[config.mk]
export PLATFORM = sky130hd
export DESIGN_NAME = ubos_core
export DESIGN_NICKNAME = d
export VERILOG_FILES = /design/src/shared/ubos_pkg.sv /design/src/logic/ubos_core.sv /design/src/logic/ubos_attr.sv
export SDC_FILE = /design/constraint.sdc
export NUM_CORES = 1
export LEC_CHECK = 0
export BUFFER_PORTS_ARGS = -buffer_cell sky130_fd_sc_hd__clkbuf_2
export CAP_MARGIN = 0
export CELL_PAD_IN_SITES_DETAIL_PLACEMENT = 0
export CELL_PAD_IN_SITES_GLOBAL_PLACEMENT = 1
export CORE_ASPECT_RATIO = 0.9
export CORE_MARGIN = 4
export CORE_UTILIZATION = 31
export DETAILED_ROUTE_END_ITERATION = 7
export PLACE_DENSITY_LB_ADDON = 0.1
export SETUP_SLACK_MARGIN = 0.5
export SLEW_MARGIN = 20
export SYNTH_ARGS = -nofsm -noshare
export SYNTH_HDL_FRONTEND = slang
export SYNTH_SLANG_ARGS = --single-unit
[constraint.sdc]
create_clock -name clk_i -period 1.69 [get_ports clk_i]
set_input_delay 0.169 -clock clk_i [delete_from_list [all_inputs] [get_ports clk_i]]
set_output_delay 0.169 -clock clk_i [all_outputs]
set_load 0.01 [all_outputs]
[src/shared/ubos_pkg.sv]
package ubos_pkg;
	// ==========================================
	// register map (word addresses on byte offsets)
	localparam logic [7:0] UBOS_REG_BOS0 = 8'h00;
	localparam logic [7:0] UBOS_REG_EXT0 = 8'h04;
	localparam logic [7:0] UBOS_REG_EXT1 = 8'h08;
	localparam logic [7:0] UBOS_REG_CTRL = 8'h0c;
	localparam logic [7:0] UBOS_REG_STAT = 8'h10;
	// ==========================================
	// forced and default values
	localparam logic [7:0] UBOS_BOS_LEN = 8'h05;
	localparam logic [7:0] UBOS_BOS_TYPE = 8'h0f;
	localparam logic [15:0] UBOS_TOTAL_DEF = 16'h0016;
	localparam logic [7:0] UBOS_NCAPS_DEF = 8'h02;
	localparam logic [7:0] UBOS_EXT_LEN = 8'h07;
	localparam logic [7:0] UBOS_EXT_TYPE = 8'h10;
	localparam logic [7:0] UBOS_EXT_CAP = 8'h02;
	localparam logic [31:0] UBOS_ATTR_DEF = 32'h0000_0006;
	// ==========================================
	// attribute field positions
	localparam int UBOS_A_LPM = 1;
	localparam int UBOS_A_BESL = 2;
	localparam int UBOS_A_BASE_V = 3;
	localparam int UBOS_A_DEEP_V = 4;
	localparam logic [31:0] UBOS_ATTR_MASK = 32'h0000_ff1e;
	localparam int UBOS_DESC_BYTES = 12;
endpackage : ubos_pkg

[src/logic/ubos_core.sv]
// Chosen here: the Wishbone slave port and the placing of the registers.
`timescale 1ns/1ps
module ubos_core
	import ubos_pkg::*;
(
	input wire logic clk_i,
	input wire logic rst_i,
	// configuration image loader side
	input wire logic img_load_i,
	input wire logic img_valid_i,
	input wire logic img_from_eeprom_i,
	input wire logic [15:0] img_total_i,
	input wire logic [7:0] img_ncaps_i,
	input wire logic [7:0] img_len_i,
	input wire logic [7:0] img_type_i,
	input wire logic [31:0] img_attr_i,
	input wire logic lpm_capable_config_flag_i,
	// descriptor byte read port
	input wire logic [3:0] desc_addr_i,
	output logic [7:0] desc_data_o,
	output logic ready_o,
	output logic lpm_mismatch_o,
	// wishbone slave
	input wire logic cyc_i,
	input wire logic stb_i,
	input wire logic we_i,
	input wire logic [7:0] adr_i,
	input wire logic [3:0] sel_i,
	input wire logic [31:0] dat_i,
	output logic [31:0] dat_o,
	output logic ack_o
);
	// ==========================================
	// loaded fields
	logic [15:0] total;
	logic [7:0] ncaps;
	logic [31:0] attr_raw;
	logic loaded;
	logic sw_dis_lpm_chk;
	logic [31:0] attr;
	ubos_attr u_attr (
		.raw_i(attr_raw),
		.attr_o(attr)
	);
	wire logic use_img = img_valid_i;
	// extension content only from the eeprom image
	wire logic use_ext = img_valid_i & img_from_eeprom_i;
	wire logic [31:0] next_attr_raw = use_ext ? img_attr_i : UBOS_ATTR_DEF;
	always_ff @(posedge clk_i) begin
		if (rst_i) begin
			total <= UBOS_TOTAL_DEF;
			ncaps <= UBOS_NCAPS_DEF;
			attr_raw <= UBOS_ATTR_DEF;
			loaded <= 1'b0;
		end else if (img_load_i) begin
			total <= use_img ? img_total_i : UBOS_TOTAL_DEF;
			ncaps <= use_img ? img_ncaps_i : UBOS_NCAPS_DEF;
			attr_raw <= next_attr_raw;
			loaded <= 1'b1;
		end
	end
	// ==========================================
	// descriptor byte view; img_len_i and img_type_i are never used
	logic [7:0] bytes [UBOS_DESC_BYTES];
	// forced header of the store descriptor
	assign bytes[0] = UBOS_BOS_LEN;
	assign bytes[1] = UBOS_BOS_TYPE;
	assign bytes[2] = total[7:0];
	assign bytes[3] = total[15:8];
	assign bytes[4] = ncaps;
	assign bytes[5] = UBOS_EXT_LEN;
	assign bytes[6] = UBOS_EXT_TYPE;
	assign bytes[7] = UBOS_EXT_CAP;
	genvar gi;
	generate
		for (gi = 0; gi < 4; gi++) begin : g_attr
			assign bytes[8 + gi] = attr[8*gi +: 8];
		end
	endgenerate
	wire logic addr_ok = desc_addr_i < 4'(UBOS_DESC_BYTES);
	wire logic [7:0] next_desc = addr_ok ? bytes[desc_addr_i] : 8'h00;
	// flag a disagreement the image programmer should have avoided
	wire logic next_mismatch = loaded & ~sw_dis_lpm_chk & (attr_raw[UBOS_A_LPM] != lpm_capable_config_flag_i);
	always_ff @(posedge clk_i) begin
		if (rst_i) begin
			desc_data_o <= 8'h00;
			ready_o <= 1'b0;
			lpm_mismatch_o <= 1'b0;
		end else begin
			desc_data_o <= next_desc;
			ready_o <= loaded;
			lpm_mismatch_o <= next_mismatch;
		end
	end
	// ==========================================
	// wishbone slave, one wait state
	wire logic req = cyc_i & stb_i & ~ack_o;
	wire logic wr_ctrl = req & we_i & sel_i[0] & (adr_i == UBOS_REG_CTRL);
	wire logic [31:0] rd_word =
		(adr_i == UBOS_REG_BOS0) ? {ncaps, total, 8'h00} :
		(adr_i == UBOS_REG_EXT0) ? {UBOS_EXT_CAP, UBOS_EXT_TYPE, UBOS_EXT_LEN, ncaps} :
		(adr_i == UBOS_REG_EXT1) ? attr :
		(adr_i == UBOS_REG_CTRL) ? {31'h0, sw_dis_lpm_chk} :
		(adr_i == UBOS_REG_STAT) ? {29'h0, lpm_mismatch_o, use_ext, loaded} : 32'h0000_0000;
	always_ff @(posedge clk_i) begin
		if (rst_i) begin
			ack_o <= 1'b0;
			dat_o <= 32'h0000_0000;
			sw_dis_lpm_chk <= 1'b0;
		end else begin
			ack_o <= req;
			dat_o <= req ? rd_word : 32'h0000_0000;
			if (wr_ctrl) begin
				sw_dis_lpm_chk <= dat_i[0];
			end
		end
	end
endmodule : ubos_core

[src/logic/ubos_attr.sv]
`timescale 1ns/1ps
module ubos_attr
	import ubos_pkg::*;
(
	input wire logic [31:0] raw_i,
	output logic [31:0] attr_o
);
	wire logic [31:0] clean = raw_i & UBOS_ATTR_MASK;
	// lpm always shown set, which also
	assign attr_o = clean | (32'h0000_0001 << UBOS_A_LPM);
endmodule : ubos_attr

==> summary.md, run 1 <==
| Metric | Value |
|---|---|
| Outcome | `completed` |
| Sw frac | `22.5%` |
| Clock root cell | `clkbuf_8` |
| H-tree Lvls | `3` |
| Mapped Area | `0.00309 mm^2` |
| Diode count | `0` |
| HPWL Detailed | `6700 um` |
| FF-to-FF End | `dat_o[22]` |
| Core Region | `0.00970 mm^2` |
| Crit-path max FO | `17` |
| Min-delay worst type | `primary input to register` |
| Buf/Inv on CP | `0` |
| Final hold violations | `0` |
| Routability cong. | `0.805` |
| Clk slew on worst S/H paths | `80 ps` |
| Crit path cell chain | `nor3_4 -> and3_4 -> and3_1` |
| Buffers added on ports | `101` |
| Initial Util | `31.9%` |
| Synth top area share | `52.5%` |
| PD cells | `1020 mW/mm^2` |
| Die Width | `113 um` |
| Worst Clk Skew | `7.52 ps` |
| Cell taking the most area after synthesis | `dfxtp_1` |
| Layout area overhead | `31.9%` |
| CP Capture Type | `register` |
| Fin crit share | `66.6%` |
| Layout filler cell count | `1015` |
| Post-layout util | `42.0%` |
| Critical path startpoint category | `register` |
| Crit Path Class | `register to register` |
| Worst R2R Start | `ack_o` |
| Worst Setup SP | `ack_o` |
| Final Net Count | `561` |
| Post-CTS setup buffers | `0` |
| Fraction of registers with async set/reset | `0%` |
| Ys flop type | `dfxtp_1` |
| R2r worst-path depth | `3` |
| Placed Area | `0.00374 mm^2` |
| Internal | `3240 uW` |
| CTS Sinks | `81` |
| Num CTS Buffers | `9` |
| Worst slew margin | `49.1%` |
| Syn nets | `462` |
| Vias in the first global route | `2733` |
| # hold bufs at CTS | `0` |
| Worst path max stage delay | `350 ps` |
| CTS tree | `yes` |
| DR DRC count | `0` |
| Leakage | `0.00181 uW` |
| Final setup fails | `0` |
| Part of the power in combinational logic | `8.4%` |
| Gate Count Post-Synth | `333` |
| Die area | `0.0116 mm^2` |
| Vias | `2702` |
| Critical path required time | `1980 ps` |
| Setup TNS | `0 ps` |
| Delay-heaviest family, CP | `simple AND/OR/NAND/NOR gates` |
| Ys Warns | `0` |
| CP endpoint | `dat_o[22]` |
| Slowest library cell on the worst path | `dfxtp_2` |
| Worst Tran Pin Value | `763 ps` |
| Final instance area | `0.00408 mm^2` |
| Initial antenna violation count | `0` |
| Share of cells above drive strength 1 | `34.8%` |
| Synth top area cells | `dfxtp_1, a21oi_1, nor2_1` |
| Part of the power in registers | `47.6%` |
| Clock buffer depth | `2` |
| Pre-Repair DR Iteration Count | `4` |
| Post-DRT Antenna Nets | `0` |
| DR WL/cell | `15.9 um` |
| Row count | `34` |
| Yosys cell types | `41` |
| 1st-iter DRT viols | `94` |
| Avg Cell Area, Syn | `9.28 um^2` |
| Grt ovf | `0` |
| Yosys reg bits | `81` |
| VDD IR max | `0.394 mV` |
| Number of vias per cell | `4.80` |
| Fmax | `889 MHz` |
| Largest net degree at the start of global routing | `41` |
| Min cycle time layout | `1130 ps` |
| CP Data Arrival Time | `1420 ps` |
| FF-to-FF setup slack | `560 ps` |
| Drt total wl | `8950 um` |
| Number of synthesized flops with an enable pin | `0` |
| RSZ-0062 raised after global routing | `yes` |
| First-pass GRT wire length | `14300 um` |
| Clock share of power | `44.1%` |
| GRT Util Overall | `15.9%` |
| Startpoint of the worst hold path | `img_attr_i[12]` |
| MaxCap Viol Count | `0` |
| Clk_lat worst skew | `350 ps` |
| Chip Height | `103 um` |
| CP Depth | `3` |
| Sequential area share after synthesis | `52.5%` |
| Switch Pwr | `938 uW` |
| Final Max Tran Viols | `0` |
| Io pins | `172` |
## flip-flops by register name, summed over array words and instances (netlist names)
name,cells
total,16
desc_data_o,8
attr_raw,12
ack_o,1
sw_dis_lpm_chk,1
lpm_mismatch_o,1
ncaps,8
loaded,1
dat_o,32
ready_o,1
## layout by cell type (no fill, tap or decap), types with 4 or more instances in the layout
cell type  count
dfxtp_1       79
mux2_2         6
bufinv_16      4
inv_1          6
nor2_1        45
a21oi_1       34
o22ai_1        4
o21ai_0        5
clkbuf_8       9
buf_4          7
clkbuf_2     101
nand2b_1       6
a22o_1        10
nor2b_1       22
nor3_1         4
a2bb2oi_1      4
nand2_1       13
and3_1        17
nor3_2         7
mux2i_1        8
## synthesized netlist by cell type, types with 2 or more instances
master and count:
a2bb2oi_1 4, a211oi_1 3, nor2b_1 22, buf_2 6, nor3_1 11, a21oi_1 34, or2_2 2, inv_1 6
nor2_1 45, a22o_1 10, a221oi_1 4, a31oi_1 2, mux2_2 6, and3_1 18, nand3_1 4, o22ai_1 4
a311oi_1 2, a22oi_1 2, nand2_1 13, clkbuf_1 15, nand4_1 2, nand2b_1 6, o21ai_0 5, mux2i_1 8
dfxtp_1 81, nor3b_1 3
## worst min path at each step
stage | endpoint | depth (start not counted)
after floorplan | ready_o | 1
after CTS | attr_raw[14] | 2
final | attr_raw[12] | 2
after global routing | attr_raw[14] | 2
after global placement | attr_raw[14] | 2
after detailed placement | attr_raw[14] | 2
## power by group through the flow
stage                     Combinational [uW]  Sequential (uW)  Clock [uW]
final                                    349             1990        1840
after global routing                     393             1990        1970
after CTS                                351             1990        1900
after detailed placement                 343             2030           0
after global placement                   341             2030           0
after floorplan                          187             2020           0
## area by class of cell
cell class | instances | area, um^2 | area share (%)
Timing Repair Buffer | 110 | 589 | 14.5
Clock buffer | 9 | 124 | 3.04
Inverter | 6 | 22.5 | 0.552
Clock inverter | 7 | 141 | 3.47
Sequential cell | 81 | 1620 | 39.8
Tap cell | 126 | 158 | 3.87
Multi-Input combinational cell | 224 | 1420 | 34.8
## metal layers
layer  track usage [%]  vias to the layer above  share of wire [%]
met3              4.87                        5                6.5
met2              25.3                       87                 46
li1                  -                     1362                  -
met4              4.71                        0               0.61
met5                 0                        -                  0
met1              21.1                     1248                 47
## per-stage QoR
stage	power (uW)	hold WS, ps	setup WS [ps]	std cells
2_1_floorplan	2210	252	483	333
3_3_place_gp	2370	395	261	547
3_5_place_dp	2370	400	260	547
4_1_cts	4240	13.5	507	563
5_1_grt	4360	16.0	472	563
6_report	4180	37.3	565	563
## timing repair
item / CTS / global route
setup endpoints to repair: 25 / 27
gates resized for setup: 9 / 6
pin swaps: 1 / 2
## logic make-up after synthesis
group,share of synthesized area [%]
simple gates,23.6
buf+inv,3.68
xor+xnor,0.283
compound gates,15.2
flops,52.5
mux,4.78
Power figures use the tool's default switching activity.
==> run 2, diff against run 1 <==
- clock period: 1.69 -> 1.1 ns (I/O delays scaled with it)
==> run 2 against run 1 <==
The flow now finishes with violations (hold timing, setup timing). Hold slack got worse by 52 ps. Sequential power up 53%. Global-route usage grew 1.1 points. Sequential share of layout area decreased by 6.6 points. Non-clock buffer count grew 40. Clock-buffer cell count grew 1. Worst setup slack worse by 660 ps. Clock power grew 22%. Combinational power increased by 140%. Critical endpoint is now dat_o[17]. Highest routed layer unchanged.
==> summary.md, run 2 (synthesis gave the netlist of run 1 again) <==
| Metric | Value |
|---|---|
| PD cells | `1200 mW/mm^2 (+17%)` |
| Die Width | `113 um (unchanged)` |
| Crit path cell chain | `nor3_4 -> and3_4 -> buf_12 -> and3_1` |
| Number of vias per cell | `4.91 (+2.3%)` |
| Outcome | `finished, violations left` |
| R2r worst-path depth | `4 (+1)` |
| Inst Count DP | `571 (+4.4%)` |
| Clock root cell | `clkbuf_8` |
| CP Capture Type | `register` |
| Final setup fails | `25 (+25)` |
| Commonest non-fill, non-tap cell in the layout | `clkbuf_2` |
| HPWL Detailed | `7180 um (+7.1%)` |
| Chip Height | `103 um (unchanged)` |
| DR WL/cell | `16.5 um (+4.0%)` |
| Worst Tran Pin Value | `452 ps (-311 ps)` |
| Largest register FFs | `32 (unchanged)` |
| Row count | `34 (unchanged)` |
| Routability cong. | `0.853 (+5.9%)` |
| Post-Layout Cell Count | `604 (+7.3%)` |
| Clock buffer depth | `2 (unchanged)` |
| Fmax | `834 MHz (-6.2%)` |
| DR DRC count | `0 (unchanged)` |
| Delay-heaviest family, CP | `simple AND/OR/NAND/NOR gates` |
| Drt total wl | `9980 um (+12%)` |
| Buf/Inv on CP | `1 (+1)` |
| Setup ws final | `-99.6 ps (-665 ps)` |
| CTS Sinks | `81 (unchanged)` |
| GRT Util Overall | `17.0% (+1.1 points)` |
| Io pins | `172 (unchanged)` |
| Slowest library cell on the worst path | `dfxtp_4` |
| Initial Util | `31.9% (unchanged)` |
| Critical path startpoint category | `register` |
| Layout filler cell count | `909 (-10%)` |
| CTS tree | `yes` |
| Pre-Repair DR Iteration Count | `4 (unchanged)` |
| Clk slew on worst S/H paths | `90 ps (about the same)` |
| Total Power | `6150 uW (+47%)` |
| Critical path required time | `1390 ps (-590 ps)` |
| Post-DRT Antenna Nets | `0 (unchanged)` |
| First-pass GRT wire length | `15400 um (+7.4%)` |
| Placement Setup Slack | `-177 ps (-437 ps)` |
| Worst Setup SP | `ack_o` |
| Largest net degree at the start of global routing | `21 (-49%)` |
| Num CTS Buffers | `9 (unchanged)` |
| Initial antenna violation count | `0 (unchanged)` |
| Die area | `0.0116 mm^2 (unchanged)` |
| Fin crit share | `109% (+42 points)` |
| H-tree Lvls | `3 (unchanged)` |
| Smallest hold slack | `-14.4 ps (-51.7 ps)` |
| Diode count | `0 (unchanged)` |
| Final Max Tran Viols | `0 (unchanged)` |
| Violated checks | `hold timing, setup timing` |
| CP Depth | `4 (+1)` |
| Grt ovf | `0 (unchanged)` |
| Leakage | `0.00219 uW (+22%)` |
| Share of cells above drive strength 1 | `65.5% (+31 points)` |
| Vias | `2965 (+9.7%)` |
| CP endpoint | `dat_o[17]` |
| Crit Path Class | `register to register` |
| Final hold violations | `9 (+9)` |
| RSZ-0062 raised after global routing | `yes` |
| Crit-path max FO | `9 (-8)` |
| Biggest regs | `dat_o (32), total (16), attr_raw (12)` |
| Worst R2R Start | `ack_o` |
| FF-to-FF setup slack | `-100 ps (-660 ps)` |
| Vias in the first global route | `2928 (+7.1%)` |
| MaxCap Viol Count | `0 (unchanged)` |
| FF-to-FF End | `dat_o[17]` |
| Final Net Count | `602 (+7.3%)` |
| CP Data Arrival Time | `1490 ps (+70 ps)` |
| Top reg by flops | `dat_o` |
| Layout area overhead | `65.4%` |
| Worst slew margin | `69.7% (+21 points)` |
| Buffers added on ports | `101 (unchanged)` |
| Clk_lat worst skew | `350 ps (about the same)` |
| 1st-iter DRT viols | `82 (-13%)` |
| Core Region | `0.00970 mm^2 (unchanged)` |
| Worst Clk Skew | `14.4 ps (+6.86 ps)` |
| VDD IR max | `0.939 mV (+140%)` |
| Min cycle time layout | `1200 ps (+74.5 ps)` |
| Most frequent cells in the layout | `clkbuf_2, dfxtp_2, nor2_1` |
| Min-delay worst type | `primary input to register` |
| Worst path max stage delay | `360 ps (about the same)` |
## run 2: cell types whose count changed in the layout (fill, tap and decap cells not counted), sizes merged
cell    delta
clkbuf    -43
clkinv     +2
buf       +84
bufinv     -3
nor2       +1
## run 2: per-stage QoR
step	hold WS [ps]	util (%)	TNS, ps	area (um^2)
4_1_cts	-28.9	49.7	-2220	4820
3_3_place_gp	340	43.5	-3120	4220
5_1_grt	-36.4	52.7	-3620	5110
6_report	-14.4	52.7	-1750	5110
2_1_floorplan	178	-	-528	3460
3_5_place_dp	333	43.5	-3370	4220
## run 2: metal layers
metal  part of all wire [%]  global-route usage [%]
met3                    4.7                    4.46
met5                      0                       0
met4                    1.5                    3.97
met1                     46                    22.9
met2                     48                    27.7
## run 2: area by class of cell
class / instances / area, um^2 / share of cell area (%)
well taps: 126 / 158 / 3.08
clock inverters: 6 / 65.1 / 1.27
clock buffers: 10 / 138 / 2.69
repair buffers: 150 / 1170 / 22.8
multi-input cells: 225 / 1870 / 36.5
inverters: 6 / 22.5 / 0.441
flip-flops and latches: 81 / 1700 / 33.2
## run 2: where the power goes
group          total [uW]  internal [uW]  leakage [uW]  switching, uW
Sequential           3050           3000      0.000676           53.8
Clock                2240           1120      0.000103           1130
Combinational         851            425       0.00142            426
Total                6150           4540       0.00219           1610
## run 2: how the worst min path moves through the flow
stage / depth (start not counted) / from / to
final: 2 / img_attr_i[11] / attr_raw[11]
after global placement: 2 / img_attr_i[11] / attr_raw[11]
after floorplan: 1 / rst_i / ready_o
after detailed placement: 2 / img_attr_i[15] / attr_raw[15]
after CTS: 2 / img_attr_i[11] / attr_raw[11]
after global routing: 2 / img_attr_i[11] / attr_raw[11]
## run 2: repair_timing
action,4_1_cts,5_1_grt
gates resized for setup,89,104
setup endpoints to repair,122,124
cloned,4,0
endpoints found under the hold margin,22,15
pin swaps,27,18
setup buffers,7,6
## run 2: worst reg2reg max path: stages, from the launching register on
cell and delay [ps]:
dfxtp_4 360, nor3_4 200, and3_4 290, buf_12 140
and3_1 150
